### config.mk
export PLATFORM = sky130hd
export DESIGN_NAME = ldcr_top
export DESIGN_NICKNAME = d
export VERILOG_FILES = /design/src/hdl/ldcr_pkg.sv /design/src/hdl/ldcr_cfg_if.sv /design/src/hdl/ldcr_spi_slave.sv /design/src/hdl/ldcr_channel.sv /design/src/hdl/ldcr_top.sv
export VERILOG_INCLUDE_DIRS = /design/src /design/src/hdl
export SDC_FILE = /design/constraint.sdc
export NUM_CORES = 1
export LEC_CHECK = 0
export BUFFER_PORTS_ARGS = -buffer_cell sky130_fd_sc_hd__buf_2
export CORE_MARGIN = 2
export CORE_UTILIZATION = 45
export DETAILED_ROUTE_END_ITERATION = 8
export MAX_ROUTING_LAYER = met4
export PLACE_DENSITY = 0.66
export SLEW_MARGIN = 0
export SYNTH_ARGS = -nofsm -noshare
export SYNTH_HDL_FRONTEND = slang
export SYNTH_SLANG_ARGS = --single-unit
### constraint.sdc
create_clock -name i_clk_sys -period 2.3 [get_ports i_clk_sys]
set_clock_uncertainty 0.15 [all_clocks]
set_input_delay 0.23 -clock i_clk_sys [delete_from_list [all_inputs] [get_ports i_clk_sys]]
set_output_delay 0.23 -clock i_clk_sys [all_outputs]
set_load 0.01 [all_outputs]
### src/hdl/ldcr_regs.svh
`ifndef LDCR_REGS_SVH
`define LDCR_REGS_SVH

// Seven-bit register addresses: bank bit then six address bits.
`define LDCR_ADDR_SPREAD 7'h05
`define LDCR_ADDR_DVC 7'h06
`define LDCR_ADDR_FSS_CH0 7'h09
`define LDCR_ADDR_FSD_CH0 7'h0A
`define LDCR_ADDR_MON_CH0 7'h0C
`define LDCR_ADDR_FSS_CH1 7'h48
`define LDCR_ADDR_FSD_CH1 7'h4B
`define LDCR_ADDR_MON_CH1 7'h4D

// Reset values.
`define LDCR_RST_SPREAD 8'h04
`define LDCR_RST_DVC 8'h00
`define LDCR_RST_FSS 8'h02
`define LDCR_RST_FSD 8'h80
`define LDCR_RST_MON 8'h00

// Field positions.
`define LDCR_B_DEV 0
`define LDCR_B_RATE 1
`define LDCR_B_SPEN 2
`define LDCR_B_IDLE 0
`define LDCR_B_SRST 1
`define LDCR_B_CLRL 2
`define LDCR_B_FSDONE 4
`define LDCR_B_FSSTART 5
`define LDCR_B_CUT 6
`define LDCR_B_MDONE 2
`define LDCR_B_MSTART 3
`define LDCR_B_PINSEL 4

// Decoded figures.
`define LDCR_DEV_WIDE 5'h14
`define LDCR_DEV_NARROW 5'h0A
`define LDCR_FM_SLOW 5'h0C
`define LDCR_FM_FAST 5'h12
`define LDCR_STEPS_MAX 5'h10
`define LDCR_FRAME_BITS 5'h10
`endif

### src/hdl/ldcr_pkg.sv
package ldcr_pkg;
	typedef enum logic [1:0]
	{
		LDCR_ST_IDLE = 2'h0,
		LDCR_ST_SHIFT = 2'h1,
		LDCR_ST_END = 2'h3
	} ldcr_spi_st_t;
	typedef logic [7:0] ldcr_byte_t;
endpackage : ldcr_pkg

### src/hdl/ldcr_cfg_if.sv
interface ldcr_cfg_if;
	import ldcr_pkg::*;
	logic wr_setup;
	logic wr_delay;
	logic wr_mon;
	logic srst;
	ldcr_byte_t wdata;
	ldcr_byte_t rd_setup;
	ldcr_byte_t rd_delay;
	ldcr_byte_t rd_mon;
	modport host (output wr_setup, wr_delay, wr_mon, srst, wdata,
		input rd_setup, rd_delay, rd_mon);
	modport chan (input wr_setup, wr_delay, wr_mon, srst, wdata,
		output rd_setup, rd_delay, rd_mon);
endinterface : ldcr_cfg_if

### src/hdl/ldcr_spi_slave.sv
`include "ldcr_regs.svh"
module ldcr_spi_slave
	import ldcr_pkg::*;
(
	input wire logic i_clk_sys, // System clock.
	input wire logic i_nrst, // Asynchronous reset, active low.
	input wire logic i_sclk, // Serial clock pin.
	input wire logic i_csn, // Chip select pin, active low.
	input wire logic i_sdi, // Serial data in.
	input wire logic [15:0] i_tx_word, // Word sent in next frame.
	output logic o_sdo, // Serial data out.
	output logic o_sdo_oe, // Data out enable.
	output logic o_frame_valid, // One-cycle pulse, frame complete.
	output logic [15:0] o_frame_word // Received frame.
);
	ldcr_spi_st_t state_ff;
	ldcr_spi_st_t nxt_state;
	logic sclk_d_ff;
	logic csn_d_ff;
	logic [4:0] cnt_ff;
	logic [15:0] rx_ff;
	logic [15:0] tx_ff;
	logic valid_ff;
	wire sclk_rise = i_sclk & ~sclk_d_ff;
	wire sclk_fall = ~i_sclk & sclk_d_ff;
	wire cs_fall = ~i_csn & csn_d_ff;
	wire cs_rise = i_csn & ~csn_d_ff;
	wire in_shift = (state_ff == LDCR_ST_SHIFT);
	wire full = (cnt_ff == `LDCR_FRAME_BITS);

	always_comb
	begin
		nxt_state = state_ff;
		unique case (state_ff)
			LDCR_ST_IDLE: if (cs_fall) nxt_state = LDCR_ST_SHIFT;
			LDCR_ST_SHIFT: if (cs_rise) nxt_state = LDCR_ST_END;
			LDCR_ST_END: nxt_state = LDCR_ST_IDLE;
			default: nxt_state = LDCR_ST_IDLE;
		endcase
	end

	always_ff @(posedge i_clk_sys or negedge i_nrst)
	begin
		if (!i_nrst)
		begin
			state_ff <= LDCR_ST_IDLE;
			sclk_d_ff <= 1'b0;
			csn_d_ff <= 1'b1;
			cnt_ff <= 5'h00;
			rx_ff <= 16'h0000;
			tx_ff <= 16'h0000;
			valid_ff <= 1'b0;
		end
		else
		begin
			state_ff <= nxt_state;
			sclk_d_ff <= i_sclk;
			csn_d_ff <= i_csn;
			// A frame with the wrong bit count is dropped here.
			valid_ff <= in_shift & cs_rise & full;
			if (cs_fall)
			begin
				cnt_ff <= 5'h00;
				tx_ff <= i_tx_word;
			end
			else if (in_shift & sclk_rise)
			begin
				rx_ff <= {rx_ff[14:0], i_sdi};
				// Counting past sixteen lets a long frame be dropped.
				if (cnt_ff != 5'h1F) cnt_ff <= cnt_ff + 5'h01;
			end
			else if (in_shift & sclk_fall)
				tx_ff <= {tx_ff[14:0], 1'b0};
		end
	end

	assign o_sdo = tx_ff[15];
	assign o_sdo_oe = in_shift;
	assign o_frame_valid = valid_ff;
	assign o_frame_word = rx_ff;

	frame_count_a: assert property (@(posedge i_clk_sys) disable iff (!i_nrst)
		valid_ff |-> $past(cnt_ff) == `LDCR_FRAME_BITS)
		else $error("Frame accepted with wrong bit count.");
endmodule : ldcr_spi_slave

### src/hdl/ldcr_channel.sv
`include "ldcr_regs.svh"
module ldcr_channel
	import ldcr_pkg::*;
(
	input wire logic i_clk_sys, // System clock.
	input wire logic i_nrst, // Asynchronous reset, active low.
	ldcr_cfg_if.chan bus, // Register access from the top.
	input wire logic i_fs_done, // Float-switch routine finished.
	input wire logic i_mon_done, // Monitor routine succeeded.
	input wire logic [1:0] i_band, // Load current band.
	output logic o_fs_start, // Pulse: start float-switch routine.
	output logic o_fs_running, // Float-switch routine active.
	output logic o_mon_start, // Pulse: start monitor routine.
	output logic o_amp_cut, // Amplifier current cut to 20%.
	output logic [4:0] o_chain_steps, // Decoded step count 1..16.
	output logic [7:0] o_fs_delay, // Float-switch delay code.
	output logic o_pin_is_mon // Shared pin outputs current monitor.
);
	logic [7:0] setup_ff;
	logic [7:0] delay_ff;
	logic [4:0] mon_ff;
	logic [1:0] band_ff;
	logic fs_start_ff;
	logic mon_start_ff;
	wire fs_go = bus.wr_setup & bus.wdata[`LDCR_B_FSSTART];
	wire mon_go = bus.wr_mon & bus.wdata[`LDCR_B_MSTART];
	wire fs_run = setup_ff[`LDCR_B_FSSTART];
	wire mon_run = mon_ff[`LDCR_B_MSTART];
	// Done wins over the clearing start so no completion is lost.
	wire nxt_fs_done = (fs_run & i_fs_done) |
		(setup_ff[`LDCR_B_FSDONE] & ~fs_go);
	wire nxt_mon_done = (mon_run & i_mon_done) |
		(mon_ff[`LDCR_B_MDONE] & ~mon_go);
	wire nxt_fs_run = fs_go | (fs_run & ~i_fs_done);
	wire nxt_mon_run = mon_go | (mon_run & ~i_mon_done);

	always_ff @(posedge i_clk_sys or negedge i_nrst)
	begin
		if (!i_nrst)
		begin
			setup_ff <= `LDCR_RST_FSS;
			delay_ff <= `LDCR_RST_FSD;
			mon_ff <= 5'(`LDCR_RST_MON);
			band_ff <= 2'h0;
			fs_start_ff <= 1'b0;
			mon_start_ff <= 1'b0;
		end
		else if (bus.srst)
		begin
			setup_ff <= `LDCR_RST_FSS;
			delay_ff <= `LDCR_RST_FSD;
			mon_ff <= 5'(`LDCR_RST_MON);
			band_ff <= 2'h0;
			fs_start_ff <= 1'b0;
			mon_start_ff <= 1'b0;
		end
		else
		begin
			band_ff <= i_band;
			fs_start_ff <= fs_go & ~fs_run;
			mon_start_ff <= mon_go & ~mon_run;
			setup_ff <= {1'b0,
				bus.wr_setup ? bus.wdata[`LDCR_B_CUT] :
				setup_ff[`LDCR_B_CUT],
				nxt_fs_run, nxt_fs_done,
				bus.wr_setup ? bus.wdata[3:0] : setup_ff[3:0]};
			if (bus.wr_delay) delay_ff <= bus.wdata;
			mon_ff <= {bus.wr_mon ? bus.wdata[`LDCR_B_PINSEL] :
				mon_ff[`LDCR_B_PINSEL],
				nxt_mon_run, nxt_mon_done, band_ff};
		end
	end

	assign bus.rd_setup = setup_ff;
	assign bus.rd_delay = delay_ff;
	assign bus.rd_mon = {3'h0, mon_ff};
	assign o_fs_start = fs_start_ff;
	assign o_mon_start = mon_start_ff;
	assign o_fs_running = fs_run;
	assign o_amp_cut = setup_ff[`LDCR_B_CUT] & fs_run;
	assign o_chain_steps = (setup_ff[3:0] == 4'h0) ? `LDCR_STEPS_MAX :
		{1'b0, setup_ff[3:0]};
	assign o_fs_delay = delay_ff;
	assign o_pin_is_mon = mon_ff[`LDCR_B_PINSEL];

	amp_cut_gate_a: assert property (@(posedge i_clk_sys)
		disable iff (!i_nrst) o_amp_cut |-> o_fs_running)
		else $error("Amplifier cut outside float-switch routine.");
	mon_done_clr_a: assert property (@(posedge i_clk_sys)
		disable iff (!i_nrst)
		(mon_go & ~i_mon_done & ~bus.srst) |=> !bus.rd_mon[2])
		else $error("Monitor done not cleared by start.");
	fs_done_set_a: assert property (@(posedge i_clk_sys)
		disable iff (!i_nrst)
		(fs_run & i_fs_done & ~fs_go & ~bus.srst) |=>
		setup_ff[4] && !fs_run)
		else $error("Float-switch done not set on completion.");
	steps_zero_a: assert property (@(posedge i_clk_sys)
		disable iff (!i_nrst)
		(setup_ff[3:0] == 4'h0) |-> o_chain_steps == 5'h10)
		else $error("Step code zero must give sixteen steps.");
	delay_write_a: assert property (@(posedge i_clk_sys)
		disable iff (!i_nrst)
		(bus.wr_delay & ~bus.srst) |=> delay_ff == $past(bus.wdata))
		else $error("Delay write not stored.");
endmodule : ldcr_channel

### src/hdl/ldcr_top.sv
`include "ldcr_regs.svh"
module ldcr_top
	import ldcr_pkg::*;
#(
	parameter int NCH = 2 // Number of channels.
)
(
	input wire logic i_clk_sys, // System clock, 10 MHz.
	input wire logic i_nrst, // Asynchronous reset, active low.
	input wire logic i_sclk, // Serial clock pin.
	input wire logic i_csn, // Chip select pin, active low.
	input wire logic i_sdi, // Serial data in.
	output logic o_sdo, // Serial data out.
	output logic o_sdo_oe, // Serial data out enable.
	input wire logic [7:0] i_std_diag, // Standard diagnosis byte.
	output logic o_spread_en, // Spread spectrum active.
	output logic [4:0] o_spread_dev_pct, // Deviation in percent.
	output logic [4:0] o_spread_fm_khz, // Modulation rate in kHz.
	output logic o_idle, // Idle mode.
	output logic o_soft_reset, // Pulse: device soft reset.
	output logic o_clear_latch, // Pulse: clear-latch command.
	input wire logic [NCH-1:0] i_fs_done, // Float-switch routine done.
	input wire logic [NCH-1:0] i_mon_done, // Monitor routine success.
	input wire logic [NCH-1:0][1:0] i_band, // Load current band.
	input wire logic [NCH-1:0] i_ov_event, // Overvoltage detected.
	input wire logic [NCH-1:0] i_ov_latch_en, // Overvoltage latching.
	input wire logic [NCH-1:0] i_topology_pin, // Topology pin level.
	input wire logic [NCH-1:0] i_short_det, // Short to ground seen.
	output logic [NCH-1:0] o_fs_start, // Pulse: float-switch start.
	output logic [NCH-1:0] o_mon_start, // Pulse: monitor start.
	output logic [NCH-1:0] o_amp_cut, // Amplifier current cut.
	output logic [NCH-1:0][4:0] o_chain_steps, // Step count 1..16.
	output logic [NCH-1:0][7:0] o_fs_delay, // Float-switch delay.
	output logic [NCH-1:0] o_pin_is_mon, // Pin shows current monitor.
	output logic [NCH-1:0] o_pin_short_flag, // Pin shows short flag.
	output logic [NCH-1:0] o_ov_flag, // Overvoltage flag.
	output logic [NCH-1:0] o_gate_hold // Gate drivers held low.
);
	// ****************************************************************
	// Serial frame handling
	// ****************************************************************
	logic frame_valid;
	logic [15:0] frame_word;
	logic [15:0] tx_ff;
	logic [7:0] spread_ff;
	logic [7:0] dvc_ff;
	logic srst_ff;
	logic clrl_ff;
	logic [NCH-1:0] ov_ff;
	logic [NCH-1:0][7:0] rd_setup;
	logic [NCH-1:0][7:0] rd_delay;
	logic [NCH-1:0][7:0] rd_mon;

	ldcr_spi_slave u_spi
	(
		.i_clk_sys(i_clk_sys),
		.i_nrst(i_nrst),
		.i_sclk(i_sclk),
		.i_csn(i_csn),
		.i_sdi(i_sdi),
		.i_tx_word(tx_ff),
		.o_sdo(o_sdo),
		.o_sdo_oe(o_sdo_oe),
		.o_frame_valid(frame_valid),
		.o_frame_word(frame_word)
	);

	wire is_write = frame_word[15];
	wire [6:0] addr = frame_word[14:8];
	wire [7:0] wdata = frame_word[7:0];
	wire wr_any = frame_valid & is_write;
	wire rd_any = frame_valid & ~is_write;

	// ****************************************************************
	// Address decode
	// ****************************************************************
	wire hit_spread = (addr == `LDCR_ADDR_SPREAD);
	wire hit_dvc = (addr == `LDCR_ADDR_DVC);
	wire [NCH-1:0] hit_fss;
	wire [NCH-1:0] hit_fsd;
	wire [NCH-1:0] hit_mon;
	assign hit_fss[0] = (addr == `LDCR_ADDR_FSS_CH0);
	assign hit_fsd[0] = (addr == `LDCR_ADDR_FSD_CH0);
	assign hit_mon[0] = (addr == `LDCR_ADDR_MON_CH0);
	assign hit_fss[1] = (addr == `LDCR_ADDR_FSS_CH1);
	assign hit_fsd[1] = (addr == `LDCR_ADDR_FSD_CH1);
	assign hit_mon[1] = (addr == `LDCR_ADDR_MON_CH1);
	wire hit_any = hit_spread | hit_dvc | (|hit_fss) | (|hit_fsd) |
		(|hit_mon);
	wire wr_spread = wr_any & hit_spread;
	wire wr_dvc = wr_any & hit_dvc;
	wire do_srst = wr_dvc & wdata[`LDCR_B_SRST];
	wire do_clrl = wr_dvc & wdata[`LDCR_B_CLRL];

	// ****************************************************************
	// Read data select
	// ****************************************************************
	logic [7:0] rd_data;
	always_comb
	begin
		rd_data = 8'h00;
		if (hit_spread) rd_data = spread_ff;
		if (hit_dvc) rd_data = dvc_ff;
		for (int c = 0; c < NCH; c++)
		begin
			if (hit_fss[c]) rd_data = rd_setup[c];
			if (hit_fsd[c]) rd_data = rd_delay[c];
			if (hit_mon[c]) rd_data = rd_mon[c];
		end
	end
	wire [15:0] diag_word = {8'h00, i_std_diag};
	wire [15:0] nxt_tx = (rd_any & hit_any) ? {1'b0, addr, rd_data} :
		diag_word;

	// ****************************************************************
	// Global registers
	// ****************************************************************
	always_ff @(posedge i_clk_sys or negedge i_nrst)
	begin
		if (!i_nrst)
		begin
			spread_ff <= `LDCR_RST_SPREAD;
			dvc_ff <= `LDCR_RST_DVC;
			srst_ff <= 1'b0;
			clrl_ff <= 1'b0;
			tx_ff <= 16'h0000;
		end
		else
		begin
			srst_ff <= do_srst;
			clrl_ff <= do_clrl;
			if (frame_valid) tx_ff <= nxt_tx;
			if (srst_ff)
			begin
				spread_ff <= `LDCR_RST_SPREAD;
				dvc_ff <= `LDCR_RST_DVC;
			end
			else
			begin
				if (wr_spread) spread_ff <= {5'h00, wdata[2:0]};
				// Command bits act once and read back as zero.
				if (wr_dvc) dvc_ff <= {7'h00, wdata[`LDCR_B_IDLE]};
			end
		end
	end

	assign o_spread_en = spread_ff[`LDCR_B_SPEN];
	assign o_spread_dev_pct = spread_ff[`LDCR_B_DEV] ? `LDCR_DEV_NARROW :
		`LDCR_DEV_WIDE;
	assign o_spread_fm_khz = spread_ff[`LDCR_B_RATE] ? `LDCR_FM_FAST :
		`LDCR_FM_SLOW;
	assign o_idle = dvc_ff[`LDCR_B_IDLE];
	assign o_soft_reset = srst_ff;
	assign o_clear_latch = clrl_ff;

	// ****************************************************************
	// Per-channel register copies
	// ****************************************************************
	genvar g;
	generate
		for (g = 0; g < NCH; g++)
		begin : g_ch
			ldcr_cfg_if u_if ();
			assign u_if.wr_setup = wr_any & hit_fss[g];
			assign u_if.wr_delay = wr_any & hit_fsd[g];
			assign u_if.wr_mon = wr_any & hit_mon[g];
			assign u_if.srst = srst_ff;
			assign u_if.wdata = wdata;
			assign rd_setup[g] = u_if.rd_setup;
			assign rd_delay[g] = u_if.rd_delay;
			assign rd_mon[g] = u_if.rd_mon;

			ldcr_channel u_ch
			(
				.i_clk_sys(i_clk_sys),
				.i_nrst(i_nrst),
				.bus(u_if.chan),
				.i_fs_done(i_fs_done[g]),
				.i_mon_done(i_mon_done[g]),
				.i_band(i_band[g]),
				.o_fs_start(o_fs_start[g]),
				.o_fs_running(),
				.o_mon_start(o_mon_start[g]),
				.o_amp_cut(o_amp_cut[g]),
				.o_chain_steps(o_chain_steps[g]),
				.o_fs_delay(o_fs_delay[g]),
				.o_pin_is_mon(o_pin_is_mon[g])
			);

			// The short flag needs the topology pin high and pin select low.
			assign o_pin_short_flag[g] = ~o_pin_is_mon[g] &
				i_topology_pin[g] & i_short_det[g];

			// Event wins over the clear so a late fault stays latched.
			always_ff @(posedge i_clk_sys or negedge i_nrst)
			begin
				if (!i_nrst)
					ov_ff[g] <= 1'b0;
				else
					ov_ff[g] <= (i_ov_event[g] & i_ov_latch_en[g]) |
						(ov_ff[g] & ~clrl_ff);
			end
			assign o_ov_flag[g] = ov_ff[g] | i_ov_event[g];
			assign o_gate_hold[g] = ov_ff[g];

			ov_hold_a: assert property (@(posedge i_clk_sys)
				disable iff (!i_nrst)
				(ov_ff[g] & ~clrl_ff) |=> ov_ff[g])
				else $error("Latched overvoltage lost without clear.");
		end
	endgenerate

	// ****************************************************************
	// Checks
	// ****************************************************************
	spread_write_a: assert property (@(posedge i_clk_sys)
		disable iff (!i_nrst)
		(wr_spread & ~srst_ff) |=> spread_ff == {5'h00, $past(wdata[2:0])}
		&& o_spread_en == $past(wdata[2]))
		else $error("Spread write not applied.");
	dev_map_a: assert property (@(posedge i_clk_sys) disable iff (!i_nrst)
		o_spread_dev_pct == (spread_ff[0] ? 5'h0A : 5'h14))
		else $error("Deviation select mismatch.");
	rate_map_a: assert property (@(posedge i_clk_sys) disable iff (!i_nrst)
		o_spread_fm_khz == (spread_ff[1] ? 5'h12 : 5'h0C))
		else $error("Modulation rate mismatch.");
	soft_reset_a: assert property (@(posedge i_clk_sys)
		disable iff (!i_nrst)
		do_srst |=> o_soft_reset ##1 (spread_ff == 8'h04 && !o_idle
		&& !o_soft_reset))
		else $error("Soft reset did not restore defaults.");
	clear_pulse_a: assert property (@(posedge i_clk_sys)
		disable iff (!i_nrst)
		do_clrl |=> o_clear_latch ##1 !o_clear_latch)
		else $error("Clear-latch must be one cycle.");
	idle_write_a: assert property (@(posedge i_clk_sys)
		disable iff (!i_nrst)
		(wr_dvc & ~srst_ff) |=> o_idle == $past(wdata[0]))
		else $error("Idle bit not applied.");
	unmapped_a: assert property (@(posedge i_clk_sys)
		disable iff (!i_nrst)
		(frame_valid & ~hit_any & ~srst_ff) |=> $stable(spread_ff)
		&& $stable(dvc_ff) && tx_ff == {8'h00, $past(i_std_diag)})
		else $error("Unmapped access changed state.");
endmodule : ldcr_top

# --- Yosys cells after proc, flatten, opt, wreduce, memory -nomap -nowiden ---
# Cells that the tools add are included.
# Widths: inputs -> output; s select.
totals:
  reg_bits: 128
  latchBits: 0
  ramBits: 0
  rom_bits: 0
  out_inout_bits: 56
  wordCells: 200
  n_memories: 0
op_classes:
  add_sub_neg: 1
  mul: 0
  div_mod_pow: 0
  order_cmp: 0
  eq_ne: 14
  shifts: 0
  n_mux: 46
  bitwise_logic: 88
  n_reduce_logical: 21
ops:
  columns: ["op", "count"]
  rows:
  - ["$mux 8", 16]
  - ["$and 1x1->1", 51]
  - ["$mux 16", 3]
  - ["$mux 5", 9]
  - ["$reduce_bool 2->1", 11]
  - ["$eq 7x4->1 const B", 3]
  - ["$eq 7x7->1 const B", 3]
  - ["$not 1->1", 21]
  - ["$or 1x1->1", 16]
  - ["$mux 15", 1]
  - ["$eq 7x3->1 const B", 2]
  - ["$mux 7", 2]
  - ["$logic_not 4->1", 2]
  - ["$mux 1", 8]
  - ["$mux 2", 4]
  - ["$mux 4", 2]
  - ["$reduce_and 2->1", 4]
  - ["$ne 2x1->1 const B", 3]
  - ["$reduce_or 2->1", 3]
  - ["$add 5x1->5 const B", 1]
  - ["$eq 5x5->1 const B", 1]
  - ["$ne 5x5->1 const B", 1]
  - ["$pmux 2 s2", 1]
  - ["$eq 2x1->1 const B", 1]
  - ["$logic_not 2->1", 1]

# --- Logic depth before layout (Yosys ltp) ---
# Gate-level depths: netlist (run 1).
logic_depth:
  depth_word: 10
  mapped_depth: 7

# --- Hierarchy ---
# Synthesis (run 1) repeated with hierarchy kept, for this count alone.
hier_totals:
  hier_cells: 530
  area_unflattened_um2: 5888.1
by_module_without_submodules:
  columns: ["module", "instances", "cells_per_inst", "area_per_inst_um2", "seq_area_each_um2"]
  rows:
  - ["ldcr_channel", 2, 95, 1072.3, 603.1]
  - ["ldcr_spi_slave", 1, 133, 1965.6, 1052.3]
  - ["ldcr_top", 1, 207, 1778.0, 576.8]

# --- Least setup slack after synthesis (run 1) ---
# Ideal clock, no wire load.
synth_path:
  path_kind: "register to register"
  from: "register u_spi.cnt_ff[0]"
  to: "register u_spi.cnt_ff[3]"
  setup_ns: 0.132
  arrival_ns: 1.815
  required_ns: 2.018
  path_slack_ns: 0.203
  path_stages_with_launch: 8
  path_buffers: 0
  path_cell_list: "dfrtp_1 ha_1 and3_1 ha_1 nor4b_2 nand4_1 xor2_1 nor2_1"
synth_via:
  elab_chain_cells: 4
  word_cells_on_any_way: 7
synth_lines:
  columns: ["element", "line_no", "rtl"]
  rows:
  - ["start: declaration", "ldcr_spi_slave.sv:20", "logic [4:0] cnt_ff;"]
  - ["start signal: assignment", "ldcr_spi_slave.sv:70", "if (cnt_ff != 5'h1F) cnt_ff <= cnt_ff + 5'h01;"]
  - ["$add 5x1->5", "ldcr_spi_slave.sv:70", null]
  - ["$mux 5", "ldcr_spi_slave.sv:70", null]
  - ["$mux 5", "ldcr_spi_slave.sv:66", "else if (in_shift & sclk_rise)"]
  - ["$mux 5", "ldcr_spi_slave.sv:61", "if (cs_fall)"]
# Several ways; a longest one is shown, not always the timed one. The select of a mux whose other input is x is not followed.
# A chain may end at the register's enable or synchronous reset.

# --- Final worst setup path (run 1) ---
layout_path:
  from: "register u_spi.rx_ff[14], in the netlist u_spi.o_frame_word[14]"
  to: "register tx_ff[6]"
layout_via:
  elab_chain_cells: 10
  word_cells_on_any_way: 25
layout_lines:
  columns: ["element", "line_no", "rtl"]
  rows:
  - ["start: declaration", "ldcr_spi_slave.sv:21", "logic [15:0] rx_ff;"]
  - ["start signal: assignment", "ldcr_spi_slave.sv:68", "rx_ff <= {rx_ff[14:0], i_sdi};"]
  - ["$eq 7x3->1 (no source line)", null, null]
  - ["$mux 8", "ldcr_top.sv:102", "if (hit_spread) rd_data = spread_ff;"]
  - ["$mux 8", "ldcr_top.sv:103", "if (hit_dvc) rd_data = dvc_ff;"]
  - ["$mux 8", "ldcr_top.sv:106", "if (hit_fss[c]) rd_data = rd_setup[c];"]
  - ["$mux 8", "ldcr_top.sv:107", "if (hit_fsd[c]) rd_data = rd_delay[c];"]
  - ["$mux 8", "ldcr_top.sv:108", "if (hit_mon[c]) rd_data = rd_mon[c];"]
  - ["$mux 8", "ldcr_top.sv:106", null]
  - ["$mux 8", "ldcr_top.sv:107", null]
  - ["$mux 8", "ldcr_top.sv:108", null]
  - ["$mux 15 *", "ldcr_top.sv:112", "wire [15:0] nxt_tx = (rd_any & hit_any) ? {1'b0, addr, rd_data} :"]
  - ["end signal: assignment", "ldcr_top.sv:132", "if (frame_valid) tx_ff <= nxt_tx;"]
  - ["end: declaration", "ldcr_top.sv:44", "logic [15:0] tx_ff;"]
# Every way passes the cells marked *; elsewhere a longest branch is shown, timed or not.

==> results of run 1 <==
[power breakdown]
part	internal [W]	switching [W]	total, W
logic	0.000493	0.000596	0.00109
registers	0.00214	0.000287	0.00242
clock network	0.00192	0.000899	0.00282
[final cells by class]
| cell class | instances | area, µm² |
|---|---|---|
| inverter | 18 | 67.6 |
| clock buffer | 22 | 484 |
| fill | 1031 | 4990 |
| multi-input combinational | 345 | 2300 |
| tap | 147 | 184 |
| timing repair buffer | 137 | 891 |
| clock inverter | 10 | 155 |
| sequential | 113 | 2840 |
[path summary, 6_finish.rpt]
check                      slack, ns  cells past startpoint                                        to                               start
max                             0.09                      5                      tx_ff[6]$_DFFE_PN0P_  u_spi.o_frame_word[14]$_DFFE_PN0P_
min                             0.02                      3                      tx_ff[0]$_DFFE_PN0P_                       i_std_diag[0]
max reg2reg                     0.09                      5                      tx_ff[6]$_DFFE_PN0P_  u_spi.o_frame_word[14]$_DFFE_PN0P_
min reg2reg                     0.27                      1             u_spi.state_ff[0]$_DFFE_PN0P_       u_spi.state_ff[1]$_DFFE_PN0P_
max in group asynchronous       1.08                      3  g_ch[1].u_ch.bus.rd_delay[7]$_DFFE_PN1P_                              i_nrst
min in group asynchronous       0.24                      2          g_ch[1].u_ch.mon_ff[2]$_DFF_PN0_                              i_nrst
[placed cells by master, fill, tap and decap left out, drive strengths merged, types with 16 or more instances in the layout]
| cell type | Yosys | final |
|---|---|---|
| mux2i | 33 | 33 |
| nor2 | 41 | 41 |
| o21ai | 26 | 26 |
| dfrtp | 107 | 107 |
| nand3 | 16 | 16 |
| dlygate4sd3 | 0 | 21 |
| buf | 24 | 116 |
| clkbuf | 27 | 22 |
| nor2b | 19 | 19 |
| a21oi | 23 | 23 |
| inv | 18 | 18 |
| nand2 | 50 | 50 |
[cells in the mapped netlist, types with 3 or more instances]
cell      number
dfrtp_1      107
buf_4         15
clkbuf_1      27
mux2i_1       33
inv_1         18
o21ai_0       26
a22oi_1        6
a222oi_1       4
nand3b_1       4
a22o_1         9
nand2_1       49
nor2b_1       19
a221o_2        3
or2_2          3
a211o_1        3
o211ai_1       4
nor2_1        40
o41ai_1        3
buf_2          8
nor4_1         3
nand3_1       16
mux2_2        14
a21oi_1       23
and2_1         6
o22ai_1        3
nand2b_1      12
nor3b_1        8
ha_1           3
dfstp_2        6
xor2_1         3
and3_1         3
xnor2_1        3
nor3_1         7
[worst min-delay path: stages]
cell and delay (ns):
buf_2 0.10, a22o_1 0.12, a31o_1 0.09
[state kept, by name (all words and copies together) (netlist names), 2 cells and up]
| register | count |
|---|---|
| g_ch.u_ch.bus.rd_delay | 16 |
| u_spi.o_frame_word | 16 |
| u_spi.tx_ff | 16 |
| tx_ff | 15 |
| g_ch.u_ch.bus.rd_setup | 14 |
| g_ch.u_ch.mon_ff | 10 |
| u_spi.cnt_ff | 5 |
| g_ch.u_ch.band_ff | 4 |
| spread_ff | 3 |
| g_ch.u_ch.o_fs_start | 2 |
| g_ch.u_ch.o_mon_start | 2 |
| o_gate_hold | 2 |
| u_spi.state_ff | 2 |
[kinds of logic after synthesis]
group	share of synthesized area
muxes	0.0897
xor gates and xnor gates	0.00966
DFF	0.521
buffers and inverters	0.0612
AOI/OAI and AO/OA	0.123
adders and majority gates	0.00690
other	0.000689
and+or+nand+nor	0.187
[what timing repair did]
action	in CTS	in global routing
resized for setup	0	4
endpoints found under the hold margin	60	0
hold buffers	21	0
endpoints found under the setup margin	0	10
[stage by stage]
stage | hold WS (ns) | cells | util
after floorplan | -0.216 | 527 | -
after global placement | 0.0987 | 739 | 0.508
after detailed placement | 0.0946 | 739 | 0.508
after CTS | 0.00982 | 792 | 0.579
after global routing | 0.0166 | 792 | 0.581
final | 0.0232 | 792 | 0.581
[per-layer routing]
layer  vias up  wire, µm
li1       2042         -
met5         -         0
met3        17       624
met1      2136      6350
met2       124      7020
met4         0       228
==> results, run 1 <==
- The static leakage is 3.25 nW.
- The met1 track demand over resource is 0.318.
- The number of max-slew violations in the final report was 0.
- After floorplanning, the core was divided into 40 placement rows.
- STA puts the critical path data required time at 2.49 ns.
- The number of maximum-capacitance violations is 0.
- The signal arrival time at the worst endpoint is 2.40 ns.
- Routability-driven placement finished with a final weighted congestion of 0.943.
- For the final routed database, the setup TNS stands at 0 ns.
- Setup violations remaining at the end of the flow were counted as 0.
- Summing all placed instances gives a cell area of slightly above 6000 µm².
- The highest clock rate is roughly 450 MHz.
- The average routed wire per standard cell is 18.0 µm.
- Among all stages on the critical path, the largest delay is contributed by or4_4.
- After synthesis the cells add up to ~5400 µm².
- The area of the die is 13,000 µm².
- STA classifies the critical path endpoint as a flip-flop.
- Input and output buffers added on the ports amount to 82.
- From left edge to right edge, the die measures approximately 110 µm.
- The pre-CTS worst setup slack is 0.107 ns.
- The H-tree was split into 4 levels.
- Synthesis inferred 113 register bits.
- Wires add up to 14,200 µm.
- For met3 alone, demand over resource in global routing was 0.0574.
- The global-route track usage on met2 is 0.377.
- In this run the worst path has a maximum fanout of 8.
- The type of element launching the critical path is a flip-flop.
- Of the cells placed in the final design, the portion with a size suffix greater than 1 is 0.295.
- After routing the design area is 6920 µm².
- The initial core utilization is 0.457.
- For this block, the initial DRC count from the detailed router was 359.
- Clock tree synthesis selected as its root buffer the cell clkbuf_16.
- Together, buffers and inverters on the worst path number 0.
- The total number of vias is 4,319.
- The flow ran to the end, and the final reports show no timing, DRC or antenna violations.
- For this run, the number of Yosys warnings is 0.
- The floorplan die height is about 110 µm.
- Walking the worst path, the cells encountered are or3_4 > or2_4 > or4_4 > a21oi_1 > a221o_2.
- The worst pin sits at a relative slew slack of 0.638.
- The classification of the worst-slack hold path is in2reg.
- Of the post-synthesis cell area, the dominant cell type holds 0.492.
- The final total power is 0.00633 W.
- The largest net degree at the start of global routing is 49.
- Setup slack on the critical path of the routed design comes to 0.0928 ns.
- The antenna diode count is 0.
- TritonCTS built the clock tree.
- From synthesis to final layout, the design area changed by 27.2%.
- The largest total area in the synthesized netlist belongs to dfrtp_1.
- The number of setup buffers added after CTS is 0.
- The predominant post-synthesis flop cell is dfrtp_1.
- The final count of hold timing violations is 0.
- For this run, design rule violations remaining after detail routing come to 0.
- The final critical path time including I/O delays and setup is approximately 2.2 ns.
- The wire length of the first global-routing pass is 23,500 µm.
- The cell count after synthesis came out at between 500 and 600.
- The detail route stage leaves a number of antenna-violating nets equal to 0.
- The clock-pin transition on the worst setup and hold timing paths is 0.05 ns.
- For this run the aggregate overflow at the end of global routing stands at 0.
- Using the TritonRoute via totals, the vias-per-cell ratio works out to 5.45.
- The HPWL after detailed placement is between 10,000 and 15,000 µm.
- The total area inside the core boundary comes to 11,900 µm².
- 85 I/O pins were placed.
- The number of nets at the end of the flow is approximately 660.
- The share of the yosys chip area belonging to registers is 0.521.
- Setup repair after global routing left no endpoint under its margin.
- The number of buffers created by CTS is 17.
- The slew at the pin closest to its max-slew limit is approximately 0.54 ns.
- The first detailed-routing pass ran for 6 iterations.
- The kind of cell with the highest combined delay on the critical path is simple AND/OR/NAND/NOR gates.
- After synthesis, the share of flip-flops with an asynchronous set or reset is 1.00.
- The number of enable-type register cells in the synthesized netlist is 0.
- The number of antenna violations at the first check in global routing is 0.
- Across every metal layer, demand over resource in global routing totals 0.243.
- On the worst path, the slowest cell contributes a delay of 0.52 ns.
- Counting distinct cell types in the post-synthesis netlist gives 60.
- Yosys attributes the largest share of cell area to dfrtp_1 49%, mux2i_1 6.1%, nand2_1 3.4%.
- The busiest metal layer after global routing is met2.
- The number of global-route vias before repair is 4,421.
- The clock latency of the later-clocked register in the worst-skew pair is 0.41 ns.
- Each instance of the synthesized netlist takes up on average 10.3 µm².
- Clock tree synthesis found a total of 113 sinks.
- The ratio of final minimum period to clock period is 0.960.
- The critical setup path kind is reg2reg.
- The clock passes through at most 2 buffers.
- VDD sags by at most 0.483 mV.
- In this run the power density over the cells is 915 nW/µm².
No activity file was read; power rests on OpenSTA's default activity.
==> run 2: changes to the inputs <==
--- a/config.mk
+++ b/config.mk
@@ -8,10 +8,10 @@
 export LEC_CHECK = 0
 export BUFFER_PORTS_ARGS = -buffer_cell sky130_fd_sc_hd__buf_2
 export CORE_MARGIN = 2
-export CORE_UTILIZATION = 45
+export CORE_UTILIZATION = 57
 export DETAILED_ROUTE_END_ITERATION = 8
 export MAX_ROUTING_LAYER = met4
-export PLACE_DENSITY = 0.66
+export PLACE_DENSITY = 0.8
 export SLEW_MARGIN = 0
 export SYNTH_ARGS = -nofsm -noshare
 export SYNTH_HDL_FRONTEND = slang
==> run 2 against run 1 <==
Against the previous run:
- non-clock buffer count is 1 lower
- hold slack better by 0.075 ns
- final area is 0.29% lower
- wire length hardly changed
- maximum frequency is 0.43% higher
- sequential share of layout area is 0.12 points higher
- cell count is 2.4% lower
- critical path depth is 1 higher
- via count is 2.4% higher
- register-to-register slack hardly changed
- setup slack better by 0.0095 ns
- critical endpoint is now g_ch[1].u_ch.bus.rd_delay[4]$_DFFE_PN0P_
==> results, run 2 (synthesized netlist as in run 1, its figures left out) <==
- The number of DRC violations after detailed routing is 0 (unchanged).
- The floorplan die height is 102 µm (was 114 µm).
- The ratio of final minimum period to clock period is 0.956 (was 0.960).
- The antenna diode count was 0 (unchanged).
- The kind of cell with the highest combined delay on the critical path was simple AND/OR/NAND/NOR gates (unchanged).
- The number of vias per cell after detailed routing is 5.72 (was 5.45).
- The category of the worst setup path capture point is a flip-flop (unchanged).
- The buffer depth of the longest clock path is 2 (unchanged).
- The critical path's slowest cell is or3b_4 (was or4_4).
- The cell count after placement is 717 (was 739).
- The type of element launching the critical path is a flip-flop (unchanged).
- Most frequent cells in the layout: 106 x dfrtp_1, 81 x buf_2, 49 x nand2_1 (unchanged).
- The worst-path maximum fanout is 12 (was 8).
- The final non-filler cell total is 773 (was 792).
- The count of input and output buffers is 82 (unchanged).
- The clock latency of the later-clocked register in the worst-skew pair is 0.52 ns (was 0.41 ns).
- The root buffer cell is clkbuf_8 (was clkbuf_16).
- The global-route usage over all layers is 0.300 (was 0.243).
- The initial core utilization is 0.589 (was 0.457).
- The critical path data required time was 2.55 ns (was 2.49 ns).
- The worst hold slack was 0.0982 ns (was 0.0232 ns).
- The clock-pin transition on the worst setup and hold timing paths is 0.06 ns (was 0.05 ns).
- The final sum of negative setup slack is 0 ns (unchanged).
- The half-perimeter wire length of the detailed placement result was 9840 µm (was 10,000 µm).
- The horizontal die dimension is 102 µm (was 114 µm).
- Setup repair after global routing missed its margin: no (unchanged).
- The sum of overflow across all layers after global routing came to 0 (unchanged).
- The power density normalized to cell area is 910 nW/µm² (was 915 nW/µm²).
- The met1 track demand over resource is 0.371 (was 0.318).
- The row count came to 35 (was 40).
- The most common library cell in the layout ignoring fill and taps is dfrtp_1 (unchanged).
- The number of nets at the end of the flow came to 663 (was 664).
- The count of pins on the block boundary was 85 (unchanged).
- The static leakage is 3.24 nW (was 3.25 nW).
- The number of antenna-violating nets in the routed design is 0 (unchanged).
- The global-route track usage on met2 is 0.491 (was 0.377).
- The area overhead of the layout relative to synthesis is 26.8% (was 27.2%).
- The largest stage delay on the critical path is 0.52 ns (about the same).
- The slew at the pin closest to its max-slew limit is 0.620 ns (was 0.543 ns).
- The final count of hold timing violations is 0 (unchanged).
- The final RePlAce weighted congestion is 1.05 (was 0.943).
- The area of the die came to 10,300 µm² (was 13,000 µm²).
- The number of global-route vias before repair is 4,444 (was 4,421).
- The cell area after layout is 6900 µm² (was 6920 µm²).
- The total core area is 9240 µm² (was 11,900 µm²).
- The reg-to-reg startpoint was u_spi.o_frame_word[12]$_DFFE_PN0P_ (was u_spi.o_frame_word[14]$_DFFE_PN0P_).
- The maximum VDD drop is 0.651 mV (was 0.483 mV).
- The wire length of the first global-routing pass is 22,600 µm (was 23,500 µm).
- The detailed router's first-iteration violation count was 275 (was 359).
- The number of fill cells in the layout is 614 (was 1,031).
- The pre-CTS worst setup slack is 0.0610 ns (was 0.107 ns).
- The total clock sinks is 113 (unchanged).
- The H-tree depth is 4 (unchanged).
- The critical setup path kind is reg2reg (unchanged).
- The critical path buffer and inverter count is 1 (was 0).
- The final critical-path setup slack is 0.102 ns (was 0.0928 ns).
- The number of max-slew violations in the final report came to 0 (unchanged).
- The number of setup violations in the final report is 0 (unchanged).
- The signal arrival time at the worst endpoint came to 2.45 ns (was 2.40 ns).
- The number of iterations in the first detailed-routing pass is 5 (was 6).
- Critical path, cell by cell: or3b_4 > nor4_2 > and2_1 > buf_4 > mux2i_1 > nor2_1 (was or3_4 > or2_4 > or4_4 > a21oi_1 > a221o_2).
- The fraction of layout cells with a size suffix above 1 is 0.287 (was 0.295).
- The final critical path time including I/O delays and setup is 2.20 ns (was 2.21 ns).
- The classification of the worst-slack hold path is in2async (was in2reg).
- The number of buffers created by CTS is 17 (unchanged).
- The total number of vias came to 4,422 (was 4,319).
- The routed wire length is 14,200 µm (about the same).
- The clock tree from TritonCTS is done (unchanged).
- The largest net degree at the start of global routing is 43 (was 49).
- The average routed wire per standard cell is 18.4 µm (was 18.0 µm).
- The routing usage on met3 came to 0.0642 (was 0.0574).
- The number of antenna violations at the first check in global routing is 0 (unchanged).
- The post-place instance area is 6020 µm² (was 6050 µm²).
- The number of maximum-capacitance violations was 0 (unchanged).
- The busiest metal layer after global routing is met2 (unchanged).
- The headroom to the max-slew limit is 0.586 (was 0.638).
- Run status: finished, final reports clean (unchanged).
- The source of the critical timing path is u_spi.o_frame_word[12]$_DFFE_PN0P_ (was u_spi.o_frame_word[14]$_DFFE_PN0P_).
- The highest clock rate was 455 MHz (was 453 MHz).
-- run 2: where the power goes --
part	internal, W	total [W]	switching (W)
Combinational	0.000488	0.00107	0.000582
Clock	0.00187	0.00276	0.000896
Sequential	0.00214	0.00244	0.000307
Total	0.00449	0.00628	0.00178
-- run 2: path summary, 6_finish.rpt --
| path | endpoint | slack [ns] | cells past startpoint |
|---|---|---|---|
| worst max-delay path | g_ch[1].u_ch.bus.rd_delay[4]$_DFFE_PN0P_ | 0.10 | 6 |
| worst min-delay path | u_spi.cnt_ff[2]$_DFFE_PN0P_ | 0.1 | 2 |
| worst max register to register | g_ch[1].u_ch.bus.rd_delay[4]$_DFFE_PN0P_ | 0.10 | 6 |
| worst min register to register | u_spi.state_ff[0]$_DFFE_PN0P_ | 0.30 | 1 |
| max in group asynchronous | spread_ff[2]$_DFFE_PN1P_ | 1.24 | 3 |
| min in group i_clk_sys | u_spi.csn_d_ff$_DFF_PN1_ | 0.25 | 2 |
-- run 2: cell type report --
cell class                      instances  area, µm²  share of cell area
Timing Repair Buffer                  136        916               0.133
Sequential cell                       113       2840               0.411
Multi-Input combinational cell        345       2290               0.332
Tap cell                              129        161              0.0234
Inverter                               18       67.6             0.00980
Clock buffer                           22        473              0.0686
Clock inverter                         10        155              0.0225
-- run 2: timing repair --
| item | in CTS | in global routing |
|---|---|---|
| endpoints found under the hold margin | 134 | 0 |
| buffers inserted | 0 | 0 |
| resized for setup | 0 | 2 |
| hold buffers | 24 | 0 |
| endpoints found under the setup margin | 0 | 9 |
-- run 2: layer usage --
layer  share of wire  wire length [µm]  vias to the layer above
li1                -                 -                     2035
met2            0.50              7120                      183
met4           0.021               299                        0
met5               0                 0                        -
met3           0.058               829                       26
met1            0.42              5980                     2178
-- run 2: per-stage QoR --
step           total power, W  utilization
6_report              0.00628        0.747
5_1_grt               0.00653        0.747
4_1_cts               0.00628        0.746
3_5_place_dp          0.00348        0.652
3_3_place_gp          0.00344        0.652
2_1_floorplan         0.00309            -
